**src/hw/sad_pkg.sv**
```systemverilog
package sad_pkg;

  // Target identifiers; each one is a bit position in the select vector.
  typedef enum logic [4:0] {
    TGT_FLASH    = 5'h00,
    TGT_SRAM     = 5'h01,
    TGT_WATCHDOG = 5'h02,
    TGT_GPIO_A   = 5'h03,
    TGT_GPIO_B   = 5'h04,
    TGT_GPIO_C   = 5'h05,
    TGT_GPIO_D   = 5'h06,
    TGT_SSI0     = 5'h07,
    TGT_UART0    = 5'h08,
    TGT_UART1    = 5'h09,
    TGT_I2C_MST0 = 5'h0A,
    TGT_I2C_SLV0 = 5'h0B,
    TGT_GPIO_E   = 5'h0C,
    TGT_TIMER0   = 5'h0D,
    TGT_TIMER1   = 5'h0E,
    TGT_TIMER2   = 5'h0F,
    TGT_ADC      = 5'h10,
    TGT_COMP     = 5'h11,
    TGT_FLASHCTL = 5'h12,
    TGT_SYSCTL   = 5'h13,
    TGT_ITU      = 5'h14,
    TGT_DWU      = 5'h15,
    TGT_PBU      = 5'h16,
    TGT_VIC      = 5'h17,
    TGT_TPU      = 5'h18
  } sad_tgt_e;

  localparam int NUM_TGT = 25;
  localparam int OFS_W   = 16;

  // Why an access faulted.
  typedef enum logic [2:0] {
    FLT_NONE      = 3'h0,
    FLT_MEMORY    = 3'h1,
    FLT_ALIAS     = 3'h2,
    FLT_PERIPH    = 3'h3,
    FLT_PRIVATE   = 3'h4,
    FLT_VENDOR    = 3'h5,
    FLT_OTHER     = 3'h6
  } sad_fault_e;

  // Window bases, indexed by target identifier.
  localparam logic [31:0] WIN_BASE [0:NUM_TGT-1] = '{
    32'h0000_0000, 32'h2000_0000, 32'h4000_0000, 32'h4000_4000,
    32'h4000_5000, 32'h4000_6000, 32'h4000_7000, 32'h4000_8000,
    32'h4000_C000, 32'h4000_D000, 32'h4002_0000, 32'h4002_0800,
    32'h4002_4000, 32'h4003_0000, 32'h4003_1000, 32'h4003_2000,
    32'h4003_8000, 32'h4003_C000, 32'h400F_D000, 32'h400F_E000,
    32'hE000_0000, 32'hE000_1000, 32'hE000_2000, 32'hE000_E000,
    32'hE004_0000
  };

  // Offset masks (window size minus one), indexed by target identifier.
  localparam logic [31:0] WIN_MASK [0:NUM_TGT-1] = '{
    32'h0000_FFFF, 32'h0000_1FFF, 32'h0000_0FFF, 32'h0000_0FFF,
    32'h0000_0FFF, 32'h0000_0FFF, 32'h0000_0FFF, 32'h0000_0FFF,
    32'h0000_0FFF, 32'h0000_0FFF, 32'h0000_07FF, 32'h0000_07FF,
    32'h0000_3FFF, 32'h0000_0FFF, 32'h0000_0FFF, 32'h0000_0FFF,
    32'h0000_0FFF, 32'h0000_0FFF, 32'h0000_0FFF, 32'h0000_1FFF,
    32'h0000_0FFF, 32'h0000_0FFF, 32'h0000_0FFF, 32'h0000_0FFF,
    32'h0000_0FFF
  };

  // Bit-band alias areas, keyed on address bits 31:25.
  localparam logic [6:0]  BB_SRAM_ALIAS_TAG   = 7'h11;
  localparam logic [6:0]  BB_PERIPH_ALIAS_TAG = 7'h21;

  // Coarse regions used only to classify faults.
  localparam logic [31:0] SRAM_AREA_BASE    = 32'h2000_0000;
  localparam logic [31:0] SRAM_AREA_LAST    = 32'h200F_FFFF;
  localparam logic [31:0] PERIPH_AREA_BASE  = 32'h4000_0000;
  localparam logic [31:0] PERIPH_AREA_LAST  = 32'h400F_FFFF;
  localparam logic [31:0] PPB_BASE          = 32'hE000_0000;
  localparam logic [31:0] PPB_LAST          = 32'hE00F_FFFF;
  localparam logic [31:0] VENDOR_BASE       = 32'hE010_0000;

  // Processor access request.
  typedef struct packed {
    logic        valid;
    logic        write;
    logic [31:0] addr;
    logic [31:0] wdata;
  } sad_req_s;

  // Registered decode result, the whole state of the decoder.
  typedef struct packed {
    logic                 valid;
    logic                 write;
    logic [NUM_TGT-1:0]   sel;
    sad_tgt_e             tgt;
    logic [OFS_W-1:0]     offset;
    logic [31:0]          wdata;
    logic                 bit_en;
    logic [31:0]          bit_mask;
    logic                 fault;
    sad_fault_e           cause;
  } sad_state_s;

endpackage : sad_pkg

```
**src/hw/sad_bitband.sv**
```systemverilog
`timescale 1ns/1ps
`default_nettype none

module sad_bitband
  import sad_pkg::*;
(
  input  wire logic [31:0] addr,
  output logic             alias_hit,
  output logic [31:0]      phys_addr,
  output logic [4:0]       bit_idx
);

  // Each alias word stands for one bit: bits 24:7 pick the word, 6:2 the bit.
  assign alias_hit = (addr[31:25] == BB_SRAM_ALIAS_TAG)
                   | (addr[31:25] == BB_PERIPH_ALIAS_TAG);
  assign phys_addr = {addr[31:28], 8'h00, addr[24:7], 2'b00};
  assign bit_idx   = addr[6:2];

endmodule : sad_bitband

`default_nettype wire

```
**src/hw/sad_decoder.sv**
```systemverilog
`timescale 1ns/1ps
`default_nettype none

// Summary of operation
// - Flash window 0x0000_0000-0x0000_FFFF selects flash; unpopulated flash faults.
// - SRAM window 0x2000_0000-0x2000_1FFF selects SRAM; unpopulated SRAM faults.
// - Alias from 0x2200_0000 becomes one-bit access on SRAM area word.
// - Alias 0x4200_0000-0x43FF_FFFF becomes one-bit access on peripheral word.
// - Unassigned or reserved addresses, including peripheral gaps, answer bus fault.
// - 0xE000_E000-0xE000_EFFF selects the vectored interrupt controller.
// - 0xE004_0000-0xE004_0FFF selects trace port unit; above to 0xE00F_FFFF faults.
// - Three debug windows at 0xE000_0000/1000/2000; rest to 0xE000_DFFF reserved.
// - 0xE010_0000 through 0xFFFF_FFFF is vendor space and always faults.
// - Selected target receives address bits below its window base as offset.
module sad_decoder
  import sad_pkg::*;
(
  input  wire logic                  core_clk,
  input  wire logic                  rst,
  input  wire sad_req_s              req,
  output logic                       tgt_valid,
  output logic                       tgt_write,
  output logic [NUM_TGT-1:0]         tgt_sel,
  output sad_tgt_e                   tgt_id,
  output logic [OFS_W-1:0]           tgt_offset,
  output logic [31:0]                tgt_wdata,
  output logic                       tgt_bit_en,
  output logic [31:0]                tgt_bit_mask,
  output logic                       rsp_fault,
  output sad_fault_e                 rsp_cause
);

  sad_state_s         st;
  sad_state_s         next_st;
  logic               alias_hit;
  logic [31:0]        alias_phys;
  logic [4:0]         alias_bit;
  logic [31:0]        eff_addr;
  logic [NUM_TGT-1:0] hits;
  logic [NUM_TGT-1:0] one_hit;

  // Alias translation of the incoming address.
  sad_bitband u_bitband (
    .addr      (req.addr),
    .alias_hit (alias_hit),
    .phys_addr (alias_phys),
    .bit_idx   (alias_bit)
  );

  // Alias accesses are decoded against the word they stand for.
  assign eff_addr = alias_hit ? alias_phys : req.addr;

  // One window comparator per target; the gaps between windows hit nothing.
  for (genvar g = 0; g < NUM_TGT; g++) begin : g_win
    sad_window_match #(
      .BASE (WIN_BASE[g]),
      .MASK (WIN_MASK[g])
    ) u_match (
      .addr (eff_addr),
      .hit  (hits[g])
    );
  end

  // Keep only the lowest hit so a table slip can never raise two selects.
  assign one_hit = hits & (~hits + {{(NUM_TGT-1){1'b0}}, 1'b1});

  // Decode the request into the next registered result.
  always_comb begin
    next_st          = '0;
    next_st.valid    = req.valid & (|one_hit);
    next_st.write    = req.write;
    next_st.wdata    = req.wdata;
    next_st.fault    = req.valid & ~(|one_hit);
    next_st.cause    = FLT_NONE;
    next_st.tgt      = TGT_FLASH;
    next_st.offset   = '0;
    if (req.valid) begin
      next_st.sel = one_hit;
      for (int i = 0; i < NUM_TGT; i++) begin
        if (one_hit[i]) begin
          next_st.tgt    = sad_tgt_e'(i[4:0]);
          next_st.offset = OFS_W'(eff_addr & WIN_MASK[i]);
        end
      end
      next_st.bit_en   = alias_hit & (|one_hit);
      next_st.bit_mask = (|one_hit && alias_hit) ? (32'h0000_0001 << alias_bit) : 32'h0000_0000;
      // Classify the fault by the area the address fell in.
      if (~(|one_hit)) begin
        if (alias_hit) begin
          next_st.cause = FLT_ALIAS;
        end else if (eff_addr >= VENDOR_BASE) begin
          next_st.cause = FLT_VENDOR;
        end else if (eff_addr >= PPB_BASE && eff_addr <= PPB_LAST) begin
          next_st.cause = FLT_PRIVATE;
        end else if (eff_addr >= PERIPH_AREA_BASE && eff_addr <= PERIPH_AREA_LAST) begin
          next_st.cause = FLT_PERIPH;
        end else if (eff_addr < WIN_BASE[TGT_FLASH] + 32'h0001_0000
                     || (eff_addr >= SRAM_AREA_BASE && eff_addr <= SRAM_AREA_LAST)) begin
          next_st.cause = FLT_MEMORY;
        end else begin
          next_st.cause = FLT_OTHER;
        end
      end
    end
  end

  // Result register: one cycle from request to select or fault.
  always_ff @(posedge core_clk) begin
    if (rst) begin
      st <= '0;
    end else begin
      st <= next_st;
    end
  end

  // Outputs come straight from the result register.
  assign tgt_valid    = st.valid;
  assign tgt_write    = st.write;
  assign tgt_sel      = st.sel;
  assign tgt_id       = st.tgt;
  assign tgt_offset   = st.offset;
  assign tgt_wdata    = st.wdata;
  assign tgt_bit_en   = st.bit_en;
  assign tgt_bit_mask = st.bit_mask;
  assign rsp_fault    = st.fault;
  assign rsp_cause    = st.cause;

endmodule : sad_decoder

`default_nettype wire

```
**src/hw/sad_window_match.sv**
```systemverilog
`timescale 1ns/1ps
`default_nettype none

module sad_window_match #(
  parameter logic [31:0] BASE = 32'h0000_0000,
  parameter logic [31:0] MASK = 32'h0000_0FFF
) (
  input  wire logic [31:0] addr,
  output logic             hit
);

  // A window matches when every address bit above its offset equals the base.
  assign hit = ((addr & ~MASK) == BASE);

endmodule : sad_window_match

`default_nettype wire

```
**config.mk**
```make
export PLATFORM = sky130hd
export DESIGN_NAME = sad_decoder
export DESIGN_NICKNAME = d
export VERILOG_FILES = /design/src/hw/sad_pkg.sv /design/src/hw/sad_bitband.sv /design/src/hw/sad_decoder.sv /design/src/hw/sad_window_match.sv
export SDC_FILE = /design/constraint.sdc
export NUM_CORES = 1
export LEC_CHECK = 0
export BUFFER_PORTS_ARGS = -buffer_cell sky130_fd_sc_hd__buf_2
export CORE_MARGIN = 2
export CORE_UTILIZATION = 30
export DETAILED_ROUTE_END_ITERATION = 6
export GPL_ROUTABILITY_DRIVEN = 0
export GPL_TIMING_DRIVEN = 0
export PLACE_DENSITY = 0.59
export SYNTH_ARGS = -nofsm -noshare
export SYNTH_HDL_FRONTEND = slang
export SYNTH_SLANG_ARGS = --single-unit
```
**constraint.sdc**
```tcl
create_clock -name core_clk -period 3.4 [get_ports core_clk]
set_input_delay 0.68 -clock core_clk [delete_from_list [all_inputs] [get_ports core_clk]]
set_output_delay 0.68 -clock core_clk [all_outputs]
set_load 0.1 [all_outputs]
```
==> impl_metrics.sql, run 1 <==
INSERT INTO impl_metrics (metric_group, metric, value, unit) VALUES
('outcome', 'status', 'complete, no violations', ''),
('sta', 'min_period', '3252', 'ps'),
('sta', 'worst_hold_slack', '467.2', 'ps'),
('worst_hold_path', 'whs_path_depth', '2', ''),
('grt', 'grt_pass1_vias', '4402', ''),
('sta', 'hold_viol', '0', ''),
('setup_path', 'crit_path_end_kind', 'flop', ''),
('pwr', 'power.leakage', '2.901', 'nW'),
('clock_tree', 'cell_at_the_root_of_the_clock_tree', 'sky130_fd_sc_hd__clkbuf_16', ''),
('synthesis', 'post_synth_instance_area', '0.004855', 'mm2'),
('synthesis', 'synth_flop_cell', 'sky130_fd_sc_hd__dfxtp_1', ''),
('pwr', 'design_power_total', '3.604', 'mW'),
('place', 'placement.cell_area', '0.006006', 'mm2'),
('pwr', 'pwr_density_cell', '544.0', 'mW/mm2'),
('sta', 'min_period_over_period', '95.65', '%'),
('setup_path', 'critical_path.top_delay_family', 'simple AND/OR/NAND/NOR gates', ''),
('floorplan', 'ioPinCount', '185', ''),
('synthesis', 'post_synth.cell_area_avg', '9.463', 'um2'),
('cells_and_area', 'postLayoutCellArea', '0.006625', 'mm2'),
('setup_path', 'cp_max_fo', '10', ''),
('cells_and_area', 'area_growth_syn_to_layout', '36.47', '%'),
('grt', 'grt_util_met2', '29.09', '%'),
('sta', 'setup_repair_after_global_routing_missed_its_margin', 'false', ''),
('synthesis', 'synth.yosys.seq_area_share', '48.25', '%'),
('sta', 'worst_pin_slew', '875.4', 'ps'),
('synthesis', 'synthesis.instances', '513', ''),
('pwr', 'ir_drop', '0.3246', 'mV'),
('synthesis', 'yosys_register_bits', '117', ''),
('pwr', 'combinationalPowerShare', '11.2', '%'),
('synthesis', 'synthesis.nets', '581', ''),
('clock_tree', 'cts_buffers', '17', ''),
('route', 'via_per_inst', '4.907', ''),
('cells_and_area', 'drive_above_1_share', '35.41', '%'),
('worst_hold_path', 'hold_path.startpoint', 'req[31]', ''),
('synthesis', 'synth-edff-count', '0', ''),
('grt', 'grt_start_max_net_pins', '17', ''),
('synthesis', 'synth.top_cells.by_area', 'sky130_fd_sc_hd__dfxtp_1, sky130_fd_sc_hd__nor2b_1, sky130_fd_sc_hd__nor4_1, sky130_fd_sc_hd__mux2i_1, sky130_fd_sc_hd__nor2_1', ''),
('setup_path', 'critical_path_arrival', '3530', 'ps'),
('floorplan', 'floorplan.die_area', '0.01722', 'mm2'),
('synthesis', 'yosys.cell_count.top_type', 'sky130_fd_sc_hd__dfxtp_1', ''),
('route', 'detail-route-antenna-nets', '0', ''),
('floorplan', 'floorplan.initialDensity', '30.67', '%'),
('route', 'drt_wl_total', '15.45', 'mm'),
('route', 'detailedRoute.firstIterationViolations', '309', ''),
('route', 'drt-pass1-iter-count', '5', ''),
('route', 'detail_route.drc_violations', '0', ''),
('worst_hold_path', 'worst_hold_path_type', 'in2reg', ''),
('setup_path', 'timing.critical_path.slowest_stage_cell', 'sky130_fd_sc_hd__or4_4', ''),
('clock_tree', 'ctsResizeCount', '0', ''),
('synthesis', 'synth_async_sr_flop_share', '0', '%'),
('setup_path', 'critical-path-max-stage-delay', '510', 'ps'),
('grt', 'global_route.overflow_total', '0', ''),
('synthesis', 'synth_largest_area_cell', 'sky130_fd_sc_hd__dfxtp_1', ''),
('sta', 'max-slew-margin-rel', '41.02', '%'),
('sta', 'setup_viol_count_final', '0', ''),
('worst_hold_path', 'hold-path-endpoint', 'tgt_wdata[31]$_SDFF_PP0_', ''),
('grt', 'grt_first_pass_wirelength', '24.41', 'mm'),
('grt', 'global_route.usage.met1', '23.29', '%'),
('grt', 'grt_busiest_layer', 'met2', ''),
('clock_tree', 'cts_tree', 'done', ''),
('floorplan', 'core_region_area', '0.01583', 'mm2'),
('pwr', 'seq_power_share', '38.8', '%'),
('synthesis', 'yosys-top-cells-count', 'sky130_fd_sc_hd__dfxtp_1, sky130_fd_sc_hd__nor2_1, sky130_fd_sc_hd__nor2b_1, sky130_fd_sc_hd__nor4_1, sky130_fd_sc_hd__nor3_1', ''),
('route', 'avgRoutedWirePerCell', '16.46', 'um'),
('pwr', 'switching_share', '26.70', '%'),
('pwr', 'p_int', '2.642', 'mW'),
('floorplan', 'fp.dieW', '131.2', 'um'),
('flow_run', 'cap_viol_max_count', '0', ''),
('setup_path', 'cp_data_required_time', '3680', 'ps'),
('setup_path', 'critPathBufInv', '5', ''),
('grt', 'global_route.usage.met3', '4.861', '%');
what timing repair did:
item / in CTS / in global routing
hold buffers: 0 / 0
buffers inserted: 0 / 2
setup endpoints to repair: 0 / 10
cell type report:
cell class,count,area [um2],share of cell area [%]
clock buffers,17,425.4,6.421
multi-input cells,353,2298,34.69
flip-flops and latches,117,2342,35.35
well taps,216,270.3,4.079
plain buffers,38,195.2,2.946
clock inverters,15,178.9,2.701
repair buffers,178,895.9,13.52
inverters,5,18.77,0.2833
power groups by stage:
stage	clock network (mW)	registers, mW	logic [mW]
after floorplan	0	1.60	0.123
after global placement	0	1.43	0.400
after detailed placement	0	1.43	0.401
after CTS	1.84	1.40	0.402
after global routing	1.91	1.40	0.428
final	1.80	1.40	0.404
logic make-up (layout without fill, tap and decap cells):
group | Yosys count | after routing | share of synthesized area [%]
buffers and inverters | 43 | 253 | 4.407
muxes | 26 | 26 | 5.979
xor gates and xnor gates | 1 | 1 | 0.3351
and+or+nand+nor | 265 | 265 | 32.47
DFF | 117 | 117 | 48.25
AOI/OAI and AO/OA | 61 | 61 | 8.557
registers in the layout (all words and copies together), names as in the netlist, 3 cells and up:
| signal | count |
|---|---|
| tgt_offset | 16 |
| tgt_wdata | 32 |
| rsp_cause | 3 |
| tgt_id | 5 |
| tgt_bit_mask | 32 |
| tgt_sel | 25 |
metrics by stage:
| stage | instances | util (%) | worst slack [ps] | setup TNS (ps) |
|---|---|---|---|---|
| 4_1_cts | 937 | 41.76 | 59.43 | 0 |
| 3_5_place_dp | 905 | 37.94 | -377.9 | -9571 |
| 3_3_place_gp | 905 | 37.94 | -363.7 | -9263 |
| 5_1_grt | 939 | 41.86 | 30.56 | 0 |
| 6_report | 939 | 41.86 | 148.0 | 0 |
| 2_1_floorplan | 513 | - | 507.5 | 0 |
worst max path at each step:
stage,to,cells past startpoint
6_report,tgt_bit_mask[25]$_SDFF_PP0_,12
5_1_grt,tgt_bit_mask[17]$_SDFF_PP0_,12
4_1_cts,tgt_offset[6]$_SDFF_PP0_,11
3_5_place_dp,tgt_offset[6]$_SDFF_PP0_,11
3_3_place_gp,tgt_offset[7]$_SDFF_PP0_,11
2_1_floorplan,tgt_offset[10]$_SDFF_PP0_,11
routing by layer:
layer | share of wire [%] | up-vias
li1 | - | 2244
met1 | 44 | 2124
met2 | 47 | 211
met3 | 6.6 | 29
met4 | 2.2 | 0
met5 | 0 | -
cells in the final DEF, fill, tap and decap left out, types with 6 or more instances in the layout:
| cell type | netlist | layout |
|---|---|---|
| sky130_fd_sc_hd__a31oi_1 | 6 | 6 |
| sky130_fd_sc_hd__nand2_1 | 25 | 25 |
| sky130_fd_sc_hd__nand3_1 | 13 | 13 |
| sky130_fd_sc_hd__mux2i_1 | 20 | 20 |
| sky130_fd_sc_hd__nor2b_1 | 40 | 40 |
| sky130_fd_sc_hd__a21oi_1 | 13 | 13 |
| sky130_fd_sc_hd__nor3_1 | 32 | 32 |
| sky130_fd_sc_hd__clkbuf_1 | 20 | 20 |
| sky130_fd_sc_hd__clkbuf_16 | 0 | 17 |
| sky130_fd_sc_hd__or3_1 | 7 | 7 |
| sky130_fd_sc_hd__o211ai_1 | 6 | 6 |
| sky130_fd_sc_hd__nor2_1 | 46 | 46 |
| sky130_fd_sc_hd__nor4_1 | 40 | 40 |
| sky130_fd_sc_hd__buf_2 | 9 | 185 |
| sky130_fd_sc_hd__nand2b_1 | 8 | 8 |
| sky130_fd_sc_hd__dfxtp_1 | 117 | 117 |
| sky130_fd_sc_hd__o21ai_0 | 10 | 10 |
| sky130_fd_sc_hd__a211oi_1 | 8 | 8 |
| sky130_fd_sc_hd__or2_2 | 8 | 8 |
Note: power is estimated with default switching activity, not from simulation.
==> run 2, diff against run 1 <==
--- a/config.mk
+++ b/config.mk
@@ -12,6 +12,7 @@
 export GPL_ROUTABILITY_DRIVEN = 0
 export GPL_TIMING_DRIVEN = 0
 export PLACE_DENSITY = 0.59
+export RECOVER_POWER = 25
 export SYNTH_ARGS = -nofsm -noshare
 export SYNTH_HDL_FRONTEND = slang
 export SYNTH_SLANG_ARGS = --single-unit
==> run 2 against run 1 <==
Non-clock buffer count unchanged. Largest cell class unchanged. First-iteration DRC count decreased by 4.9%. Wire length about the same. Sequential share of layout area increased by 0.17 points. Final cell count unchanged. Largest power group unchanged. Flip-flop and latch count unchanged. Critical path depth unchanged. Sequential power about the same.
==> impl_metrics.sql, run 2 (synthesized netlist as in run 1, its figures left out) <==
INSERT INTO impl_metrics (metric_group, metric, value, unit) VALUES
('sta', 'slew_violations', '0', ''),
('setup_path', 'cp_max_fo', '10', ''),
('sta', 'timing.fmax', '0.3089', 'GHz'),
('flow_run', 'cap_viol_max_count', '0', ''),
('route', 'detail_route.drc_violations', '0', ''),
('clock_tree', 'ctsResizeCount', '0', ''),
('route', 'detailedRoute.firstIterationViolations', '294', ''),
('sta', 'timing.final.ws_setup', '162.8', 'ps'),
('cells_and_area', 'most_frequent_cells_in_the_layout', 'sky130_fd_sc_hd__buf_2, sky130_fd_sc_hd__dfxtp_1, sky130_fd_sc_hd__clkbuf_1, sky130_fd_sc_hd__nor2_1', ''),
('worst_hold_path', 'worst_hold_path_type', 'in2reg', ''),
('cells_and_area', 'final_net_count', '778', ''),
('outcome', 'status', 'complete, no violations', ''),
('floorplan', 'die_y_extent', '131.2', 'um'),
('grt', 'grt_first_pass_wirelength', '24.41', 'mm'),
('cells_and_area', 'num-fill-cells', '1602', ''),
('grt', 'grt_pass1_vias', '4402', ''),
('cells_and_area', 'finish.utilization', '41.65', '%'),
('cells_and_area', 'finish.cell_count_without_fillers', '939', ''),
('sta', 'max-slew-margin-rel', '21.46', '%'),
('cells_and_area', 'area_growth_syn_to_layout', '35.80', '%'),
('floorplan', 'ioPinCount', '185', ''),
('setup_path', 'cell_by_cell_listing_of_the_critical_path', 'buf_2 > buf_2 > nor2_1 > nand4_2 > buf_6 > or4_4 > a211oi_4 > nor3_2 > nor4b_4 > buf_4 > buf_6 > nor4_1', ''),
('sta', 'setup_viol_count_final', '0', ''),
('cells_and_area', 'multiInputGateArea', '0.002298', 'mm2'),
('clock_tree', 'clockBufferDepth', '2', ''),
('clock_tree', 'cell_at_the_root_of_the_clock_tree', 'sky130_fd_sc_hd__clkbuf_16', ''),
('floorplan', 'rows', '46', ''),
('clock_tree', 'cts_tree', 'done', ''),
('route', 'drt-pass1-iter-count', '5', ''),
('cells_and_area', 'sequential_cell_area', '0.002342', 'mm2'),
('grt', 'grt_use_total', '18.21', '%'),
('cells_and_area', 'final_common_cell', 'sky130_fd_sc_hd__buf_2', ''),
('setup_path', 'crit_path_end_kind', 'flop', ''),
('setup_path', 'worstSetupPathType', 'in2reg', ''),
('sta', 'setup_repair_after_global_routing_missed_its_margin', 'false', ''),
('cells_and_area', 'postLayoutCellArea', '0.006593', 'mm2'),
('pwr', 'power.leakage', '2.794', 'nW'),
('route', 'num_vias', '4587', ''),
('route', 'avgRoutedWirePerCell', '16.46', 'um'),
('sta', 'worst_pin_slew', '1183', 'ps'),
('grt', 'antenna_found_initial', '0', ''),
('clock_tree', 'cts_buffers', '17', ''),
('clock_tree', 'hold_buffers', '0', ''),
('setup_path', 'cp_data_required_time', '3680', 'ps'),
('sta', 'hold_viol', '0', ''),
('place', 'placement.cell_area', '0.006006', 'mm2'),
('place', 'numPortBuffers', '176', ''),
('floorplan', 'floorplan.die_area', '0.01722', 'mm2'),
('cells_and_area', 'drive_above_1_share', '31.81', '%'),
('grt', 'grt_start_max_net_pins', '17', ''),
('setup_path', 'critical_path_arrival', '3520', 'ps'),
('route', 'via_per_inst', '4.885', ''),
('place', 'place_worst_setup_slack', '-377.9', 'ps'),
('sta', 'worst_hold_slack', '465.8', 'ps'),
('sta', 'fin_setup_tns', '0', 'ps'),
('grt', 'global_route.overflow_total', '0', ''),
('place', 'place_inst', '905', ''),
('clock_tree', 'cts_htree_levels', '4', ''),
('route', 'drt_wl_total', '15.46', 'mm'),
('sta', 'min_period', '3237', 'ps'),
('place', 'dpl.hpwl', '11.85', 'mm'),
('route', 'detail-route-antenna-nets', '0', ''),
('clock_tree', 'clock_sinks', '117', ''),
('clock_tree', 'cts.clk_slew.worst_paths', '60', 'ps'),
('pwr', 'pwr_density_cell', '546.7', 'mW/mm2'),
('floorplan', 'fp.dieW', '131.2', 'um'),
('floorplan', 'floorplan.initialDensity', '30.67', '%'),
('setup_path', 'timing.critical_path.slowest_stage_cell', 'sky130_fd_sc_hd__or4_4', ''),
('pwr', 'design_power_total', '3.604', 'mW'),
('sta', 'min_period_over_period', '95.21', '%'),
('setup_path', 'critPathLaunchType', 'input port', ''),
('cells_and_area', 'antenna_cells', '0', ''),
('pwr', 'ir_drop', '0.3238', 'mV'),
('floorplan', 'core_region_area', '0.01583', 'mm2'),
('setup_path', 'critical-path-max-stage-delay', '510', 'ps');
[run 2: cell types whose count changed in the layout (fill, tap and decap cells not counted)]
| cell | previous run | this run |
|---|---|---|
| sky130_fd_sc_hd__clkbuf_1 | 20 | 46 |
| sky130_fd_sc_hd__buf_2 | 185 | 159 |
[run 2: per-layer routing]
metal	track usage [%]	part of all wire [%]	vias to the layer above
met4	7.609	2.1	0
met3	4.861	7.1	26
met5	0	0	-
met1	23.29	44	2104
met2	29.09	47	214
li1	-	-	2243
[run 2: final timing paths]
path,from,end,slack (ps),cells past startpoint
worst max-delay path,req[63],tgt_bit_mask[25]$_SDFF_PP0_,160,12
worst min-delay path,req[31],tgt_wdata[31]$_SDFF_PP0_,470,2
[run 2: power by group]
group | leakage (nW) | internal, mW | total [mW] | switching, mW
combinational | 1.56 | 0.0932 | 0.402 | 0.309
clock | 0.286 | 1.15 | 1.80 | 0.651
sequential | 0.952 | 1.39 | 1.40 | 0.00445
[run 2: worst max-delay path: cells and delay by family]
kind            cells  cell delay [ps]
simple gates        6             1660
compound gates      1              340
buf+inv             5              840
[run 2: timing repair]
item                       4_1_cts  5_1_grt
setup endpoints to repair        0       10
buffers inserted                 0        2
hold endpoints to repair         0        0
[run 2: layout make-up]
type	instances	share of cell area [%]
plain buffers	38	2.961
clock buffers	17	6.453
clock inverters	15	2.714
inverters	5	0.2847
multi-input cells	353	34.86
flip-flops and latches	117	35.53
well taps	216	4.099
repair buffers	178	13.10
